==> src/rtl/tpe_defs.svh <==
// Constants for the terminal panel and error logic
`ifndef TPE_DEFS_SVH
`define TPE_DEFS_SVH

`define TPE_CLK_HZ          100000000
`define TPE_ALARM_MS        250
`define TPE_ALARM_CYCLES    (`TPE_ALARM_MS * (`TPE_CLK_HZ / 1000))
`define TPE_LAST_COLUMN     8'd132
`define TPE_CHAR_CR         8'h0d
`define TPE_CHAR_ETX        8'h03
`define TPE_CHAR_EOT        8'h04
`define TPE_CHAR_BEL        8'h07
`define TPE_CHAR_NAK        8'h15
`define TPE_CHAR_NOT        8'hac
`define TPE_KBD_CHECK_A     8'h76
`define TPE_KBD_CHECK_B     8'h09
`define TPE_NUM_ERRORS      7
`define TPE_ERR_PARITY      0
`define TPE_ERR_PRINTER     1
`define TPE_ERR_OVFL        2
`define TPE_ERR_COVER       3
`define TPE_ERR_PAPER       4
`define TPE_ERR_ATTN        5
`define TPE_ERR_RIBBON      6

`endif

==> src/rtl/tpe_pkg.sv <==
// Types for the terminal panel and error logic
`default_nettype none
package tpe_pkg;
    typedef enum logic [7:0] {
        ST_IDLE = 8'h01,
        ST_ROM  = 8'h02,
        ST_RAM  = 8'h04,
        ST_KBD  = 8'h08,
        ST_KC1  = 8'h10,
        ST_KC2  = 8'h20,
        ST_PRN  = 8'h40,
        ST_HALT = 8'h80
    } tpe_state_type;

    typedef enum logic [1:0] {
        PK_OK   = 2'h0,
        PK_BAD  = 2'h1,
        PK_CODE = 2'h2
    } tpe_print_kind_type;
endpackage
`default_nettype wire

==> src/rtl/tpe_flag.sv <==
// Sticky error flag with operator clear
`default_nettype none
module tpe_flag (
    input  wire logic clk_sys_i,
    input  wire logic reset_i,
    input  wire logic set_i,
    input  wire logic cond_i,
    input  wire logic clr_i,
    output logic      flag_o
);
    logic flag_q;
    logic flag_d;

    // Set beats clear; clear only once the cause has gone
    always_comb begin
        flag_d = flag_q;
        if (clr_i && !cond_i) begin
            flag_d = 1'b0;
        end
        if (set_i) begin
            flag_d = 1'b1;
        end
    end

    always_ff @(posedge clk_sys_i or posedge reset_i) begin
        if (reset_i) begin
            flag_q <= 1'b0;
        end else begin
            flag_q <= flag_d;
        end
    end

    assign flag_o = flag_q;

    flag_sticky_a: assert property (@(posedge clk_sys_i) disable iff (reset_i)
        flag_q && !(clr_i && !cond_i) |=> flag_q)
        else $error("flag dropped without clear");
    flag_set_a: assert property (@(posedge clk_sys_i) disable iff (reset_i)
        set_i |=> flag_q)
        else $error("flag not set by its event");
endmodule
`default_nettype wire

==> src/rtl/tpe_top.sv <==
// Panel switch, self-test and error lamp logic of the terminal
//
// Contract
// - Reverse channel needs switch and line mode
// - Auto return past column 132 does CR/LF
// - Auto_return_enable/LF is local, never on link
// - Line mode sampled at power-up only
// - Turn-around char is ETX or EOT
// - Turn-around sent after each transmitted CR; code sends it only in line mode with turnaround_after_return_i on
// - Self-test switch at power-up runs checks
// - Error-free self-test repeats while switch on
// - Self-test error halts cycle, all lamps
// - ROM/RAM checks print OK or BAD
// - Keyboard check prints keys, 76, 09
// - DIP switch 1 selects pattern A/B
// - Pattern A prints full font line
// - Pattern B prints both directions, tabs
// - Errors sound quarter-second alarm, light lamp
// - Alarm on BEL and margin, not 132
// - Parity lamp; bad characters become NOT
// - Printer-check and overflow lamps
// - Cover and paper lamps on print attempt
// - Attention on break, NAK in line mode
// - Ribbon lamp on no ribbon motion
// - Lamps latch until gone and reset key
// - Line mode forces half duplex
// - Framing check only with parity enabled
`include "tpe_defs.svh"
`default_nettype none
module tpe_top #(
    parameter int unsigned ALARM_CYCLES = `TPE_ALARM_CYCLES
) (
    input  wire logic                    clk_sys_i,
    input  wire logic                    reset_i,
    input  wire logic                    line_switch_i,
    input  wire logic                    test_switch_i,
    input  wire logic                    reverse_channel_enable_i,
    input  wire logic                    auto_return_enable_i,
    input  wire logic                    turnaround_char_select_i,
    input  wire logic                    turnaround_after_return_i,
    input  wire logic                    duplex_switch_i,
    input  wire logic                    parity_enable_i,
    input  wire logic                    paper_out_defeat_i,
    input  wire logic                    printer_test_select_i,
    input  wire logic                    reset_key_i,
    input  wire logic [7:0]              tx_char_i,
    input  wire logic                    tx_valid_i,
    output logic                         tx_ready_o,
    output logic [7:0]                   link_tx_data_o,
    output logic                         link_tx_valid_o,
    input  wire logic                    link_tx_ready_i,
    input  wire logic [7:0]              rx_char_i,
    input  wire logic                    rx_valid_i,
    input  wire logic                    rx_parity_err_i,
    input  wire logic                    rx_framing_err_i,
    input  wire logic                    rx_overrun_i,
    input  wire logic                    break_rx_i,
    output logic [7:0]                   rx_char_o,
    output logic                         rx_valid_o,
    input  wire logic                    rev_break_req_i,
    input  wire logic                    sec_rx_data_i,
    output logic                         sec_tx_data_o,
    output logic                         rev_break_rx_o,
    input  wire logic                    move_attempt_i,
    input  wire logic [7:0]              next_column_i,
    input  wire logic [7:0]              right_margin_i,
    output logic                         local_cr_o,
    output logic                         local_lf_o,
    input  wire logic                    print_attempt_i,
    input  wire logic                    printer_check_i,
    input  wire logic                    cover_open_i,
    input  wire logic                    paper_out_i,
    input  wire logic                    buffer_ovfl_i,
    input  wire logic                    ribbon_stalled_i,
    input  wire logic                    check_done_i,
    input  wire logic                    check_fail_i,
    input  wire logic [7:0]              kbd_key_code_i,
    input  wire logic                    kbd_key_valid_i,
    output tpe_pkg::tpe_state_type       test_state_o,
    output logic                         check_start_o,
    output logic                         pattern_b_o,
    output logic                         test_print_valid_o,
    output tpe_pkg::tpe_print_kind_type  test_print_kind_o,
    output logic [7:0]                   test_print_code_o,
    output logic                         line_mode_o,
    output logic                         half_duplex_o,
    output logic                         reverse_channel_active_o,
    output logic [`TPE_NUM_ERRORS-1:0]   error_lamps_o,
    output logic                         alarm_o,
    output logic                         printer_enable_o,
    output logic                         printer_restore_o
);
    import tpe_pkg::*;

    localparam int unsigned AW = $clog2(ALARM_CYCLES + 1);

    // ----------------------------------------------------------------
    // Power-up straps
    // ----------------------------------------------------------------
    logic started_q, started_d;
    logic line_mode_q, line_mode_d;
    logic test_req_q, test_req_d;

    // Caught on the first edge after release, then frozen
    always_comb begin
        started_d   = 1'b1;
        line_mode_d = line_mode_q;
        test_req_d  = 1'b0;
        if (!started_q) begin
            line_mode_d = line_switch_i;
            test_req_d  = test_switch_i;
        end
    end

    always_ff @(posedge clk_sys_i or posedge reset_i) begin
        if (reset_i) begin
            started_q   <= 1'b0;
            line_mode_q <= 1'b0;
            test_req_q  <= 1'b0;
        end else begin
            started_q   <= started_d;
            line_mode_q <= line_mode_d;
            test_req_q  <= test_req_d;
        end
    end

    assign line_mode_o   = line_mode_q;
    assign half_duplex_o = line_mode_q || !duplex_switch_i;

    line_frozen_a: assert property (@(posedge clk_sys_i) disable iff (reset_i)
        started_q |=> $stable(line_mode_q))
        else $error("line mode changed after power-up");

    // ----------------------------------------------------------------
    // Transmit path with turn-around insertion
    // ----------------------------------------------------------------
    logic       out_v_q, out_v_d;
    logic [7:0] out_c_q, out_c_d;
    logic       ta_pend_q, ta_pend_d;
    logic [7:0] ta_char;

    assign ta_char = turnaround_char_select_i ? `TPE_CHAR_EOT
                                              : `TPE_CHAR_ETX;
    assign tx_ready_o = !ta_pend_q && (!out_v_q || link_tx_ready_i);

    // Only the user stream and inserted turn-around chars reach the link; local CR/LF never enters
    always_comb begin
        out_v_d   = out_v_q;
        out_c_d   = out_c_q;
        ta_pend_d = ta_pend_q;
        if (out_v_q && link_tx_ready_i) begin
            out_v_d = 1'b0;
        end
        if (ta_pend_q && (!out_v_q || link_tx_ready_i)) begin
            out_v_d   = 1'b1;
            out_c_d   = ta_char;
            ta_pend_d = 1'b0;
        end else if (tx_valid_i && tx_ready_o) begin
            out_v_d   = 1'b1;
            out_c_d   = tx_char_i;
            ta_pend_d = line_mode_q && turnaround_after_return_i
                        && (tx_char_i == `TPE_CHAR_CR);
        end
    end

    always_ff @(posedge clk_sys_i or posedge reset_i) begin
        if (reset_i) begin
            out_v_q   <= 1'b0;
            out_c_q   <= 8'h00;
            ta_pend_q <= 1'b0;
        end else begin
            out_v_q   <= out_v_d;
            out_c_q   <= out_c_d;
            ta_pend_q <= ta_pend_d;
        end
    end

    assign link_tx_valid_o = out_v_q;
    assign link_tx_data_o  = out_c_q;

    ta_after_cr_a: assert property (@(posedge clk_sys_i) disable iff (reset_i)
        tx_valid_i && tx_ready_o && tx_char_i == `TPE_CHAR_CR && line_mode_q
        && turnaround_after_return_i ##1 link_tx_ready_i
        |=> link_tx_valid_o && (link_tx_data_o == $past(ta_char)))
        else $error("turn-around missing after CR");

    // ----------------------------------------------------------------
    // Receive path, reverse channel, column watch
    // ----------------------------------------------------------------
    logic       bad_char;
    logic       par_evt, attn_evt, bel_evt, margin_evt, over_evt;
    logic       rx_v_q, rx_v_d, rev_rx_q, rev_rx_d, sec_tx_q, sec_tx_d;
    logic       cr_q, cr_d;
    logic [7:0] rx_c_q, rx_c_d;

    assign bad_char = rx_parity_err_i && parity_enable_i
                      || rx_framing_err_i && parity_enable_i;
    assign par_evt  = rx_valid_i && (bad_char || rx_overrun_i);
    assign attn_evt = break_rx_i || rx_valid_i && line_mode_q
                      && rx_char_i == `TPE_CHAR_NAK;
    assign bel_evt  = rx_valid_i && rx_char_i == `TPE_CHAR_BEL;
    assign over_evt = move_attempt_i && next_column_i > `TPE_LAST_COLUMN;
    assign margin_evt = move_attempt_i && next_column_i > right_margin_i
                        && right_margin_i != `TPE_LAST_COLUMN;
    assign reverse_channel_active_o = reverse_channel_enable_i
                                      && line_mode_q;

    always_comb begin
        rx_v_d   = rx_valid_i;
        rx_c_d   = bad_char ? `TPE_CHAR_NOT : rx_char_i;
        sec_tx_d = !(reverse_channel_active_o && rev_break_req_i);
        rev_rx_d = reverse_channel_active_o && !sec_rx_data_i;
        cr_d     = auto_return_enable_i && over_evt;
    end

    always_ff @(posedge clk_sys_i or posedge reset_i) begin
        if (reset_i) begin
            rx_v_q   <= 1'b0;
            rx_c_q   <= 8'h00;
            sec_tx_q <= 1'b1;
            rev_rx_q <= 1'b0;
            cr_q     <= 1'b0;
        end else begin
            rx_v_q   <= rx_v_d;
            rx_c_q   <= rx_c_d;
            sec_tx_q <= sec_tx_d;
            rev_rx_q <= rev_rx_d;
            cr_q     <= cr_d;
        end
    end

    assign rx_valid_o     = rx_v_q;
    assign rx_char_o      = rx_c_q;
    assign sec_tx_data_o  = sec_tx_q;
    assign rev_break_rx_o = rev_rx_q;
    assign local_cr_o     = cr_q;
    assign local_lf_o     = cr_q;

    not_subst_a: assert property (@(posedge clk_sys_i) disable iff (reset_i)
        rx_valid_i && parity_enable_i && rx_framing_err_i
        |=> rx_valid_o && rx_char_o == `TPE_CHAR_NOT)
        else $error("bad character not replaced");
    rev_gate_a: assert property (@(posedge clk_sys_i) disable iff (reset_i)
        !line_mode_q |=> sec_tx_data_o)
        else $error("reverse break outside line mode");
    auto_ret_a: assert property (@(posedge clk_sys_i) disable iff (reset_i)
        auto_return_enable_i && move_attempt_i && next_column_i == 8'd133
        |=> local_cr_o && local_lf_o)
        else $error("no automatic return past last column");

    // ----------------------------------------------------------------
    // Error flags, operator reset, printer enable
    // ----------------------------------------------------------------
    logic [`TPE_NUM_ERRORS-1:0] err_set, err_cond, flags;
    logic key_q, key_d, rst_pulse;
    logic prn_en_q, prn_en_d, all_q, all_d;
    logic halt_entry;

    assign rst_pulse = reset_key_i && !key_q;

    always_comb begin
        err_set  = '0;
        err_cond = '0;
        err_set[`TPE_ERR_PARITY]   = par_evt;
        err_set[`TPE_ERR_PRINTER]  = print_attempt_i && printer_check_i;
        err_set[`TPE_ERR_OVFL]     = buffer_ovfl_i;
        err_set[`TPE_ERR_COVER]    = print_attempt_i && cover_open_i;
        err_set[`TPE_ERR_PAPER]    = print_attempt_i && paper_out_i
                                     && !paper_out_defeat_i;
        err_set[`TPE_ERR_ATTN]     = attn_evt;
        err_set[`TPE_ERR_RIBBON]   = ribbon_stalled_i;
        err_cond[`TPE_ERR_PRINTER] = printer_check_i;
        err_cond[`TPE_ERR_OVFL]    = buffer_ovfl_i;
        err_cond[`TPE_ERR_COVER]   = cover_open_i;
        err_cond[`TPE_ERR_PAPER]   = paper_out_i && !paper_out_defeat_i;
        err_cond[`TPE_ERR_ATTN]    = break_rx_i;
        err_cond[`TPE_ERR_RIBBON]  = ribbon_stalled_i;
    end

    for (genvar g = 0; g < `TPE_NUM_ERRORS; g++) begin : g_flag
        tpe_flag u_flag (
            .clk_sys_i (clk_sys_i),
            .reset_i   (reset_i),
            .set_i     (err_set[g]),
            .cond_i    (err_cond[g]),
            .clr_i     (rst_pulse),
            .flag_o    (flags[g])
        );
    end

    // Printer held off after a print fault until the operator resets
    always_comb begin
        key_d    = reset_key_i;
        prn_en_d = prn_en_q;
        all_d    = all_q;
        if (rst_pulse) begin
            prn_en_d = 1'b1;
            all_d    = 1'b0;
        end
        if (|err_set[`TPE_ERR_PAPER:`TPE_ERR_COVER]
            || err_set[`TPE_ERR_PRINTER]) begin
            prn_en_d = 1'b0;
        end
        if (halt_entry) begin
            all_d = 1'b1;
        end
    end

    always_ff @(posedge clk_sys_i or posedge reset_i) begin
        if (reset_i) begin
            key_q    <= 1'b0;
            prn_en_q <= 1'b1;
            all_q    <= 1'b0;
        end else begin
            key_q    <= key_d;
            prn_en_q <= prn_en_d;
            all_q    <= all_d;
        end
    end

    assign error_lamps_o     = flags | {`TPE_NUM_ERRORS{all_q}};
    assign printer_enable_o  = prn_en_q;
    assign printer_restore_o = rst_pulse;

    cover_lamp_a: assert property (@(posedge clk_sys_i) disable iff (reset_i)
        print_attempt_i && cover_open_i
        |=> error_lamps_o[`TPE_ERR_COVER] && !printer_enable_o)
        else $error("cover lamp not lit");

    // ----------------------------------------------------------------
    // Alarm timer
    // ----------------------------------------------------------------
    logic [AW-1:0] alarm_q, alarm_d;

    // Retrigger restarts the full quarter second
    always_comb begin
        alarm_d = alarm_q;
        if (alarm_q != '0) begin
            alarm_d = alarm_q - AW'(1);
        end
        if (|err_set || bel_evt || margin_evt) begin
            alarm_d = AW'(ALARM_CYCLES);
        end
    end

    always_ff @(posedge clk_sys_i or posedge reset_i) begin
        if (reset_i) begin
            alarm_q <= '0;
        end else begin
            alarm_q <= alarm_d;
        end
    end

    assign alarm_o = alarm_q != '0;

    alarm_start_a: assert property (@(posedge clk_sys_i) disable iff (reset_i)
        buffer_ovfl_i |=> alarm_o && alarm_q == AW'(ALARM_CYCLES))
        else $error("alarm not started on error");
    margin_quiet_a: assert property (@(posedge clk_sys_i) disable iff (reset_i)
        !alarm_o && right_margin_i == `TPE_LAST_COLUMN && !(|err_set)
        && !bel_evt |=> !alarm_o)
        else $error("alarm at far right margin");

    // ----------------------------------------------------------------
    // Self-test sequencer
    // ----------------------------------------------------------------
    tpe_state_type      st_q, st_d;
    tpe_print_kind_type pk_q, pk_d;
    logic [7:0]         pc_q, pc_d;
    logic               pv_q, pv_d, fail_q, fail_d, start_q, start_d;

    assign halt_entry = st_q == ST_PRN && check_done_i
                        && (fail_q || check_fail_i);

    always_comb begin
        st_d    = st_q;
        pk_d    = PK_CODE;
        pc_d    = pc_q;
        pv_d    = 1'b0;
        fail_d  = fail_q;
        start_d = 1'b0;
        case (st_q)
            ST_IDLE: begin
                if (test_req_q) begin
                    st_d    = ST_ROM;
                    start_d = 1'b1;
                end
            end
            ST_ROM, ST_RAM: begin
                if (check_done_i) begin
                    pv_d    = 1'b1;
                    pk_d    = check_fail_i ? PK_BAD : PK_OK;
                    fail_d  = fail_q || check_fail_i;
                    st_d    = (st_q == ST_ROM) ? ST_RAM : ST_KBD;
                    start_d = 1'b1;
                end
            end
            ST_KBD: begin
                if (kbd_key_valid_i) begin
                    pv_d = 1'b1;
                    pc_d = kbd_key_code_i;
                end else if (check_done_i) begin
                    st_d = ST_KC1;
                end
            end
            ST_KC1: begin
                pv_d = 1'b1;
                pc_d = `TPE_KBD_CHECK_A;
                st_d = ST_KC2;
            end
            ST_KC2: begin
                pv_d    = 1'b1;
                pc_d    = `TPE_KBD_CHECK_B;
                st_d    = ST_PRN;
                start_d = 1'b1;
            end
            ST_PRN: begin
                if (halt_entry) begin
                    st_d = ST_HALT;
                end else if (check_done_i) begin
                    fail_d  = 1'b0;
                    st_d    = test_switch_i ? ST_ROM : ST_IDLE;
                    start_d = test_switch_i;
                end
            end
            ST_HALT: st_d = ST_HALT;
            default: st_d = ST_IDLE;
        endcase
    end

    always_ff @(posedge clk_sys_i or posedge reset_i) begin
        if (reset_i) begin
            st_q    <= ST_IDLE;
            pk_q    <= PK_OK;
            pc_q    <= 8'h00;
            pv_q    <= 1'b0;
            fail_q  <= 1'b0;
            start_q <= 1'b0;
        end else begin
            st_q    <= st_d;
            pk_q    <= pk_d;
            pc_q    <= pc_d;
            pv_q    <= pv_d;
            fail_q  <= fail_d;
            start_q <= start_d;
        end
    end

    assign test_state_o       = st_q;
    assign check_start_o      = start_q;
    assign pattern_b_o        = printer_test_select_i;
    assign test_print_valid_o = pv_q;
    assign test_print_kind_o  = pk_q;
    assign test_print_code_o  = pc_q;

    halt_lamps_a: assert property (@(posedge clk_sys_i) disable iff (reset_i)
        halt_entry |=> st_q == ST_HALT && error_lamps_o == '1)
        else $error("self-test error did not halt");
    kbd_codes_a: assert property (@(posedge clk_sys_i) disable iff (reset_i)
        st_q == ST_KC1 |=> test_print_code_o == `TPE_KBD_CHECK_A
        ##1 test_print_code_o == `TPE_KBD_CHECK_B && test_print_valid_o)
        else $error("keyboard check codes missing");
    bad_word_a: assert property (@(posedge clk_sys_i) disable iff (reset_i)
        st_q == ST_ROM && check_done_i && check_fail_i
        |=> test_print_valid_o && test_print_kind_o == PK_BAD)
        else $error("BAD not printed on failure");
endmodule
`default_nettype wire

==> config.mk <==
export PLATFORM = sky130hd
export DESIGN_NAME = tpe_top
export DESIGN_NICKNAME = d
export VERILOG_FILES = /design/src/rtl/tpe_pkg.sv /design/src/rtl/tpe_flag.sv /design/src/rtl/tpe_top.sv
export VERILOG_INCLUDE_DIRS = /design/src /design/src/rtl
export SDC_FILE = /design/constraint.sdc
export NUM_CORES = 1
export LEC_CHECK = 0
export BUFFER_PORTS_ARGS = -buffer_cell sky130_fd_sc_hd__buf_4
export CAP_MARGIN = 15
export CORE_ASPECT_RATIO = 0.8
export CORE_MARGIN = 5
export CORE_UTILIZATION = 35
export CTS_CLUSTER_DIAMETER = 200
export DETAILED_ROUTE_END_ITERATION = 7
export PLACE_DENSITY = 0.71
export SYNTH_ARGS = -nofsm -noshare
export SYNTH_HDL_FRONTEND = slang
export SYNTH_SLANG_ARGS = --single-unit
==> constraint.sdc <==
create_clock -name clk_sys_i -period 2.25 [get_ports clk_sys_i]
set_clock_uncertainty 0.15 [all_clocks]
set_input_delay 0.1125 -clock clk_sys_i [delete_from_list [all_inputs] [get_ports clk_sys_i]]
set_output_delay 0.1125 -clock clk_sys_i [all_outputs]
set_load 0.01 [all_outputs]
# After elaboration in Yosys (flattened, before gate mapping)
# Index checks and enable logic that the tools add are counted.
word_totals:
  ff_bits: 81
  wordCells: 183
classes:
  addsub: 1
  magnitude_cmp: 2
  eq_ne: 20
  mux: 54
  bitwise: 1
  reduce_logical: 77
op_table:
  columns: ["operator", "count"]
  rows:
  - ["$mux W8", 10]
  - ["$pmux W8 S7", 1]
  - ["$mux W25", 2]
  - ["$logic_and A1 B1 Y1", 33]
  - ["$mux W1", 32]
  - ["$reduce_bool A25 Y1", 1]
  - ["$sub A25 B1 Y25 const B", 1]
  - ["$pmux W8 S3", 1]
  - ["$reduce_bool A2 Y1", 12]
  - ["$eq A8 B3 Y1 const B", 2]
  - ["$eq A8 B4 Y1 const B", 2]
  - ["$eq A8 B5 Y1 const B", 2]
  - ["$ne A2 B2 Y1 const B", 7]
  - ["$logic_not A1 Y1", 13]
  - ["$logic_or A1 B1 Y1", 9]
  - ["$eq A8 B1 Y1 const B", 1]
  - ["$eq A8 B2 Y1 const B", 1]
  - ["$eq A8 B6 Y1 const B", 1]
  - ["$eq A8 B7 Y1 const B", 1]
  - ["$eq A8 B8 Y1 const B", 1]
  - ["$gt A8 B8 Y1", 1]
  - ["$gt A8 B8 Y1 const B", 1]
  - ["$ne A8 B8 Y1 const B", 1]
  - ["$or A7 B7 Y7", 1]
  - ["13 further kinds", 18]

# Longest topological paths before layout
# Gate-level depths: netlist (run 1).
depth:
  word_depth: 8
  depth_mapped: 9
  ltp_nobuf: 8

# Cells and area by module
# A second synthesis (run 1) with hierarchy kept.
hier_totals:
  cells_unflattened: 434
  area_unflattened_um2: 4222.8
by_module_without_submodules:
  columns: ["module", "instances", "cells_each", "area_per_inst_um2", "seq_area_each_um2"]
  rows:
  - ["tpe_top", 1, 406, 3925.0, 1855.5]
  - ["tpe_flag", 7, 4, 42.5, 25.0]

# Least setup slack after synthesis (run 1)
# No wires, ideal clock.
synth_timing:
  path_type: "register to register"
  start: "reg alarm_q[0]"
  end: "reg alarm_q[22]"
  setup_ns: 0.071
  arrival_ns: 2.027
  required_time_ns: 2.029
  setup_slack_ns: 0.003
  path_stages_with_launch: 8
  path_buffers: 0
  path_cell_list: "dfrtp_1 inv_1 ha_1 nor4b_1 nand3_1 or3_1 or3_1 nand4_1"
synth_between:
  elab_chain_cells: 3
  elab_cells_between_ends: 5
  classes_between: "add/sub (1); mux (2); reduce/logical (2)"
synth_rtl:
  columns: ["element", "line", "rtl"]
  rows:
  - ["start, declared", "tpe_top.sv:333", "logic [AW-1:0] alarm_q, alarm_d;"]
  - ["start signal, assigned", "tpe_top.sv:350", "alarm_q <= alarm_d;"]
  - ["$sub A25 B1 Y25", "tpe_top.sv:339", "alarm_d = alarm_q - AW'(1);"]
  - ["$mux W25", "tpe_top.sv:338", "if (alarm_q != '0) begin"]
  - ["$mux W25", "tpe_top.sv:341", "if (|err_set || bel_evt || margin_evt) begin"]
# Several ways; a longest one is shown, not always the timed one. The select of a mux whose other input is x is not followed.
# A chain may end at the register's enable or synchronous reset.

# Worst setup path in the final report (run 1)
layout_timing:
  start: "reg alarm_q[0]"
  end: "out alarm_o"
layout_between:
  elab_chain_cells: 1
layout_rtl:
  columns: ["element", "line", "rtl"]
  rows:
  - ["$reduce_bool A25 Y1", "tpe_top.sv:354", "assign alarm_o = alarm_q != '0;"]
  - ["end, declared", "tpe_top.sv:89", "output logic alarm_o,"]
# Every way passes these cells.

==> results of run 1 <==
## worst max-delay path: cells and delay by family, from the launching register on
kind | cells | cell delay (ns)
and+or+nand+nor | 3 | 1.05
DFF | 1 | 0.41
buffers and inverters | 3 | 0.24
adders and majority gates | 1 | 0.12
## cell families (layout without fill, tap and decap cells)
| family | after synthesis | after routing |
|---|---|---|
| other | 1 | 1 |
| buffers and inverters | 38 | 268 |
| adders and majority gates | 10 | 10 |
| xor gates and xnor gates | 19 | 19 |
| muxes | 6 | 6 |
| and+or+nand+nor | 182 | 182 |
| AOI/OAI and AO/OA | 82 | 82 |
| DFF | 81 | 81 |
## flip-flops by register name (all words and copies together) (netlist names), 2 cells and up
signal,count
test_state_o,8
rx_char_o,8
alarm_q,25
test_print_code_o,8
test_print_kind_o,2
g_flag.u_flag.flag_o,7
link_tx_data_o,8
## report_power, final
part | switching (mW) | internal (mW)
clock | 0.615 | 1.04
combinational | 0.619 | 0.664
sequential | 0.114 | 1.63
total | 1.35 | 3.34
## area by class of cell
cell class	instances	area share, %
inverter	21	1.273
timing repair buffer	231	28.50
multi-input combinational	300	32.00
tap	148	2.772
clock inverter	5	1.273
sequential	81	30.39
clock buffer	11	3.783
## through the flow
stage,setup slack (ns),instances,utilization [%],power [mW],TNS [ns]
2_1_floorplan,0.002552,419,-,2.317,0
3_3_place_gp,0.003513,716,47.71,2.868,0
3_5_place_dp,-0.06074,716,47.71,2.895,-0.1109
4_1_cts,-0.2230,793,56.44,4.644,-1.406
5_1_grt,-0.2165,797,57.57,4.901,-2.156
6_report,-0.1691,797,57.57,4.685,-1.133
## cells in the final DEF (no fill, tap or decap), types with 4 or more instances in the layout
master / synthesis / final
nand3b_1: 4 / 4
nor3_1: 14 / 12
xor2_1: 7 / 7
or2_2: 8 / 8
nand2b_1: 10 / 10
nor4_1: 9 / 7
ha_1: 10 / 8
inv_1: 20 / 17
xnor2_1: 12 / 11
or3_1: 7 / 6
buf_6: 1 / 6
nor2b_1: 8 / 7
o21ai_0: 23 / 21
nor4_4: 2 / 4
dlygate4sd3_1: 0 / 54
dfrtp_1: 78 / 78
nand3_1: 26 / 25
nand2_1: 28 / 26
and3_1: 7 / 7
o211ai_1: 4 / 4
nor2_1: 24 / 24
buf_4: 2 / 170
a21oi_1: 20 / 20
and2_1: 7 / 7
mux2_2: 4 / 4
nand4_1: 7 / 7
clkbuf_16: 0 / 9
## worst max path at each step
stage / slack [ns] / endpoint / start
after global routing: -0.22 / alarm_o / alarm_q[0]$_DFFE_PP0P_
final: -0.17 / alarm_o / alarm_q[0]$_DFFE_PP0P_
after floorplan: 0.003 / alarm_q[22]$_DFFE_PP0P_ / alarm_q[0]$_DFFE_PP0P_
after CTS: -0.22 / alarm_o / alarm_q[1]$_DFFE_PP0P_
after global placement: 0.004 / alarm_q[6]$_DFFE_PP0P_ / alarm_q[0]$_DFFE_PP0P_
after detailed placement: -0.06 / alarm_q[6]$_DFFE_PP0P_ / alarm_q[0]$_DFFE_PP0P_
## timing repair
| action | 4_1_cts | 5_1_grt |
|---|---|---|
| hold buffers | 54 | 0 |
| buffers inserted | 7 | 4 |
| setup endpoints to repair | 10 | 29 |
| resized for setup | 16 | 24 |
| hold endpoints to repair | 122 | 0 |
| pin swaps | 5 | 9 |
## per-layer routing
| metal | vias up | part of all wire (%) | global-route usage (%) |
|---|---|---|---|
| met1 | 2065 | 39 | 22.30 |
| met4 | 0 | 2.7 | 8.223 |
| li1 | 1951 | - | - |
| met2 | 187 | 51 | 32.12 |
| met5 | - | 0 | 0 |
| met3 | 36 | 7.3 | 4.579 |
==> flow_metrics.env, run 1 <==
export IMPL_status="complete, but fails checks"
export IMPL_io_pins=129
export IMPL_grt_pass1_wl_mm=21.83
export IMPL_area_growth_pct=60.17
export IMPL_coreArea_um2=11600
export IMPL_yosys_area_top_type_share_pct=46.79
export IMPL_min_to="test_state_o[3]$_DFFE_PP0P_"
export IMPL_rows=35
export IMPL_reg2reg_depth=8
export IMPL_syn_inst=419
export IMPL_routedWlPerCell_um=17.13
export IMPL_clockRootBuffer="clkbuf_16"
export IMPL_synth_compound_area_share_pct=12.96
export IMPL_p_leak_nw=3.046
export IMPL_drive_gt1_share_pct=38.37
export IMPL_synth_area_per_cell_um2=9.956
export IMPL_hold_ws_ns=0.01601
export IMPL_synth_top_family_by_area="simple AND/OR/NAND/NOR gates"
export IMPL_cpMaxStageDelayCell="or4_4"
export IMPL_hold_viol=0
export IMPL_finalInstanceArea_um2=6681
export IMPL_grt_use_total_pct=18.69
export IMPL_clk_pin_slew_ns=0.06
export IMPL_yosysMostFrequentCell="dfrtp_1"
export IMPL_violations="negative setup slack"
export IMPL_yosysTopAreaCell="dfrtp_1"
export IMPL_cts_tree="yes"
export IMPL_arrival_ns=2.16
export IMPL_worstPathRequired_ns=1.99
export IMPL_via_count=4239
export IMPL_synth_top_flop_cell="dfrtp_1"
export IMPL_rsz0062_at_grt="yes"
export IMPL_rrSetupSlack_ns=-0.15
export IMPL_min_from="kbd_key_valid_i"
export IMPL_synthAdderAreaFrac_pct=2.999
export IMPL_synthXorXnorAreaFrac_pct=3.989
export IMPL_crit_fanout=2
export IMPL_die_area_um2=14220
export IMPL_clk_latency_ns=0.34
export IMPL_clockBufferDepth=2
export IMPL_drv_cap=0
export IMPL_peakVddDrop_v=0.0004441
export IMPL_yosys_cell_types_count=67
export IMPL_start_kind="flip-flop"
export IMPL_synthMuxAreaShare_pct=1.560
export IMPL_yosysWarnings=0
export IMPL_nNetsFinal=726
export IMPL_min_period_over_period_pct=107.5
export IMPL_dr_pass1_iters=5
export IMPL_antenna_found_initial=0
export IMPL_power_density_nw_per_um2=701.3
export IMPL_antenna_cells=0
export IMPL_hp_class="in2reg"
export IMPL_fillCellCount=877
export IMPL_regArea_um2=2031
export IMPL_path_class="reg2out"
export IMPL_grt_overflow=0
export IMPL_setup_slack_ns=-0.1691
export IMPL_r2r_start="alarm_q[0]$_DFFE_PP0P_"
export IMPL_grt_max_degree=53
export IMPL_synth_commonest_cells="78 x dfrtp_1, 28 x nand2_1, 26 x nand3_1"
export IMPL_worst_slew_pin_slew_ns=0.6627
export IMPL_clock_fmax_mhz=413.4
export IMPL_syn_area_um2=4172
export IMPL_slowest_delay_ns=0.47
export IMPL_dp_hpwl_mm=9.155
export IMPL_synth_async_reset_ratio_pct=100.0
export IMPL_wl_mm=13.66
export IMPL_yosys_register_bits=81
export IMPL_antenna_left=0
export IMPL_synth_area_top_cells="dfrtp_1 47%, nand3_1 3.1%, ha_1 3.0%"
export IMPL_post_drt_via_cell_ratio=5.319
export IMPL_synth_edf_count=0
export IMPL_placed_cell_area_um2=5537
export IMPL_die_w_um=132.1
export IMPL_multiInputGateArea_um2=2138
export IMPL_h_tree_depth=3
export IMPL_start_util_pct=35.95
export IMPL_fp_dieH_um=107.6
export IMPL_path_cells="inv_2 > ha_4 > or4b_4 > or4_4 > nor2_8 > inv_4 > buf_6"
export IMPL_worstReg2RegEnd="alarm_q[7]$_DFFE_PP0P_"
export IMPL_relSlewSlack_pct=55.82
export IMPL_numCtsBuffers=9
export IMPL_place_gp_congestion=0.9089
export IMPL_slew_violations=0
export IMPL_route_detailed_drc=0
export IMPL_synthesis_nets=501
export IMPL_yosys_area_share_simple_pct=25.79
export IMPL_fin_crit_ns=2.419
export IMPL_yosysSeqAreaShare_pct=48.68
export IMPL_clock_sinks=81
export IMPL_worstHoldPathCells=3
export IMPL_finalSetupViolations=14
export IMPL_drt_initial_drc_count=223
export IMPL_io_buffer_count=126
export IMPL_cp_end_kind="output port"
export IMPL_grt_pass1_vias=4523
Note: power is estimated with default switching activity, not from simulation.
==> inputs of run 2 (changes only) <==
Settings changed: CORE_UTILIZATION 35 to 40, CTS_BUF_LIST from default to sky130_fd_sc_hd__clkbuf_8 sky130_fd_sc_hd__clkbuf_16, PLACE_DENSITY 0.71 to 0.78.
==> run 2 against run 1 <==
  * The run still ends with negative setup slack left
  * Global-route usage up 2.7 points
  * Die area down 11%
  * Flip-flop and latch count unchanged
  * Combinational power about the same
  * Largest power group unchanged
  * Clock power down 4%
==> flow_metrics.env, run 2 (synthesized netlist as in run 1, its figures left out) <==
export IMPL_start_kind="flip-flop"
export IMPL_fp_dieH_um=101.3
export IMPL_reg2reg_depth=9
export IMPL_hold_viol=0
export IMPL_postLayoutCoreUtil_pct=63.91
export IMPL_internal_power_mw=3.258
export IMPL_drive_gt1_share_pct=36.72
export IMPL_area_growth_pct=56.87
export IMPL_drt_initial_drc_count=208
export IMPL_worstHoldPathCells=3
export IMPL_relSlewSlack_pct=48.12
export IMPL_r2r_start="alarm_q[1]$_DFFE_PP0P_"
export IMPL_status="complete, but fails checks"
export IMPL_die_w_um=124.2
export IMPL_arrival_ns=2.18
export IMPL_clk_pin_slew_ns=0.06
export IMPL_crit_fanout=2
export IMPL_io_buffer_count=126
export IMPL_fin_cells=781
export IMPL_p_switching_mw=1.335
export IMPL_cts_tree="yes"
export IMPL_multiInputGateArea_um2=2103
export IMPL_dr_pass1_iters=5
export IMPL_antenna_found_initial=0
export IMPL_peakVddDrop_v=0.0006622
export IMPL_numCtsBuffers=9
export IMPL_grt_max_degree=82
export IMPL_regMostFlops="alarm_q"
export IMPL_rrSetupSlack_ns=-0.16
export IMPL_clk_latency_ns=0.34
export IMPL_switching_share_pct=29.07
export IMPL_nNetsFinal=717
export IMPL_io_pins=129
export IMPL_drv_cap=0
export IMPL_clockRootBuffer="clkbuf_16"
export IMPL_p_leak_nw=2.982
export IMPL_clock_sinks=81
export IMPL_power_density_nw_per_um2=701.9
export IMPL_setup_slack_ns=-0.1901
export IMPL_finalSetupViolations=19
export IMPL_finalInstanceArea_um2=6544
export IMPL_worstReg2RegEnd="alarm_q[2]$_DFFE_PP0P_"
export IMPL_p_total_mw=4.593
export IMPL_power_frac_comb_pct=27.3
export IMPL_route_detailed_drc=0
export IMPL_layout_commonest_cell="buf_4"
export IMPL_grt_pass1_vias=4550
export IMPL_path_class="reg2out"
export IMPL_grt_pass1_wl_mm=21.45
export IMPL_grt_overflow=0
export IMPL_hold_ws_ns=0.02124
export IMPL_min_to="test_state_o[3]$_DFFE_PP0P_"
export IMPL_p_clk_share_pct=34.8
export IMPL_via_count=4229
export IMPL_placed_cell_area_um2=5466
export IMPL_violations="negative setup slack"
export IMPL_cp_end_kind="output port"
export IMPL_worstPathRequired_ns=1.99
export IMPL_grt_use_total_pct=21.37
export IMPL_regArea_um2=2031
export IMPL_slew_violations=0
export IMPL_coreArea_um2=10240
export IMPL_place_gp_congestion=0.8925
export IMPL_layout_common_cells="164 x buf_4, 78 x dfrtp_1, 54 x dlygate4sd3_1, 26 x nand2_1"
export IMPL_seqPwrFrac_pct=37.9
export IMPL_routedWlPerCell_um=17.44
export IMPL_dp_hpwl_mm=8.576
export IMPL_hp_class="in2reg"
export IMPL_start_util_pct=40.74
export IMPL_min_from="kbd_key_valid_i"
export IMPL_largest_reg_flops=25
export IMPL_rsz0062_at_grt="yes"
export IMPL_die_area_um2=12580
export IMPL_post_drt_via_cell_ratio=5.415
export IMPL_wl_mm=13.62
export IMPL_fin_crit_ns=2.440
export IMPL_worst_slew_pin_slew_ns=0.7701
export IMPL_antenna_left=0
export IMPL_min_period_over_period_pct=108.4
export IMPL_rows=33
export IMPL_dp_cells=700
export IMPL_fillCellCount=777
export IMPL_h_tree_depth=3
export IMPL_clockBufferDepth=2
export IMPL_clock_fmax_mhz=409.8
run 2: power by group through the flow:
| stage | clock (mW) | combinational (mW) | sequential (mW) |
|---|---|---|---|
| global route | 1.69 | 1.38 | 1.76 |
| detailed placement | 0 | 1.12 | 1.75 |
| global placement | 0 | 1.09 | 1.75 |
| floorplan | 0 | 0.494 | 1.82 |
| CTS | 1.63 | 1.21 | 1.73 |
| finish | 1.60 | 1.26 | 1.74 |
run 2: worst max-delay path, cell delays in order, from the launching register on:
cell	delay (ns)
dfrtp_1	0.40
inv_2	0.10
ha_4	0.12
or4b_4	0.45
or4_4	0.47
nor2_8	0.14
inv_4	0.05
buf_6	0.12
run 2: timing repair:
| action | in CTS | in global routing |
|---|---|---|
| endpoints found under the setup margin | 11 | 30 |
| hold endpoints to repair | 122 | 0 |
| resized for setup | 13 | 19 |
| setup buffers | 5 | 4 |
| cloned | 0 | 1 |
| hold buffers | 54 | 0 |
| pin swaps | 2 | 4 |
run 2: per-layer routing:
layer | share of wire, % | wire [um] | up-vias | global-route usage (%)
met5 | 0 | 0 | - | 0
met4 | 3.0 | 406 | 0 | 7.323
met3 | 7.3 | 996 | 40 | 6.309
met2 | 52 | 7067 | 184 | 37.75
met1 | 38 | 5149 | 2062 | 24.80
li1 | - | - | 1943 | -
run 2: worst max path at each step:
stage	from	end	slack, ns	depth (start not counted)
finish	alarm_q[1]$_DFFE_PP0P_	alarm_o	-0.19	7
global route	alarm_q[1]$_DFFE_PP0P_	alarm_o	-0.23	7
CTS	alarm_q[1]$_DFFE_PP0P_	alarm_o	-0.23	7
detailed placement	alarm_q[0]$_DFFE_PP0P_	alarm_q[6]$_DFFE_PP0P_	-0.04	7
global placement	alarm_q[0]$_DFFE_PP0P_	alarm_q[6]$_DFFE_PP0P_	0.002	7
floorplan	alarm_q[0]$_DFFE_PP0P_	alarm_q[22]$_DFFE_PP0P_	0.003	7
run 2: area by class of cell:
class	count	area share [%]
timing repair buffer	222	27.80
clock inverter	7	1.568
multi-input combinational	300	32.14
inverter	21	1.300
sequential	81	31.03
antenna	1	0.03824
clock buffer	9	3.442
tap	140	2.677
run 2: metrics by stage:
stage / setup TNS, ns / worst slack, ns
after floorplan: 0 / 0.002552
after global placement: 0 / 0.002295
after detailed placement: -0.1347 / -0.03653
after CTS: -1.428 / -0.2290
after global routing: -3.135 / -0.2324
final: -1.557 / -0.1901
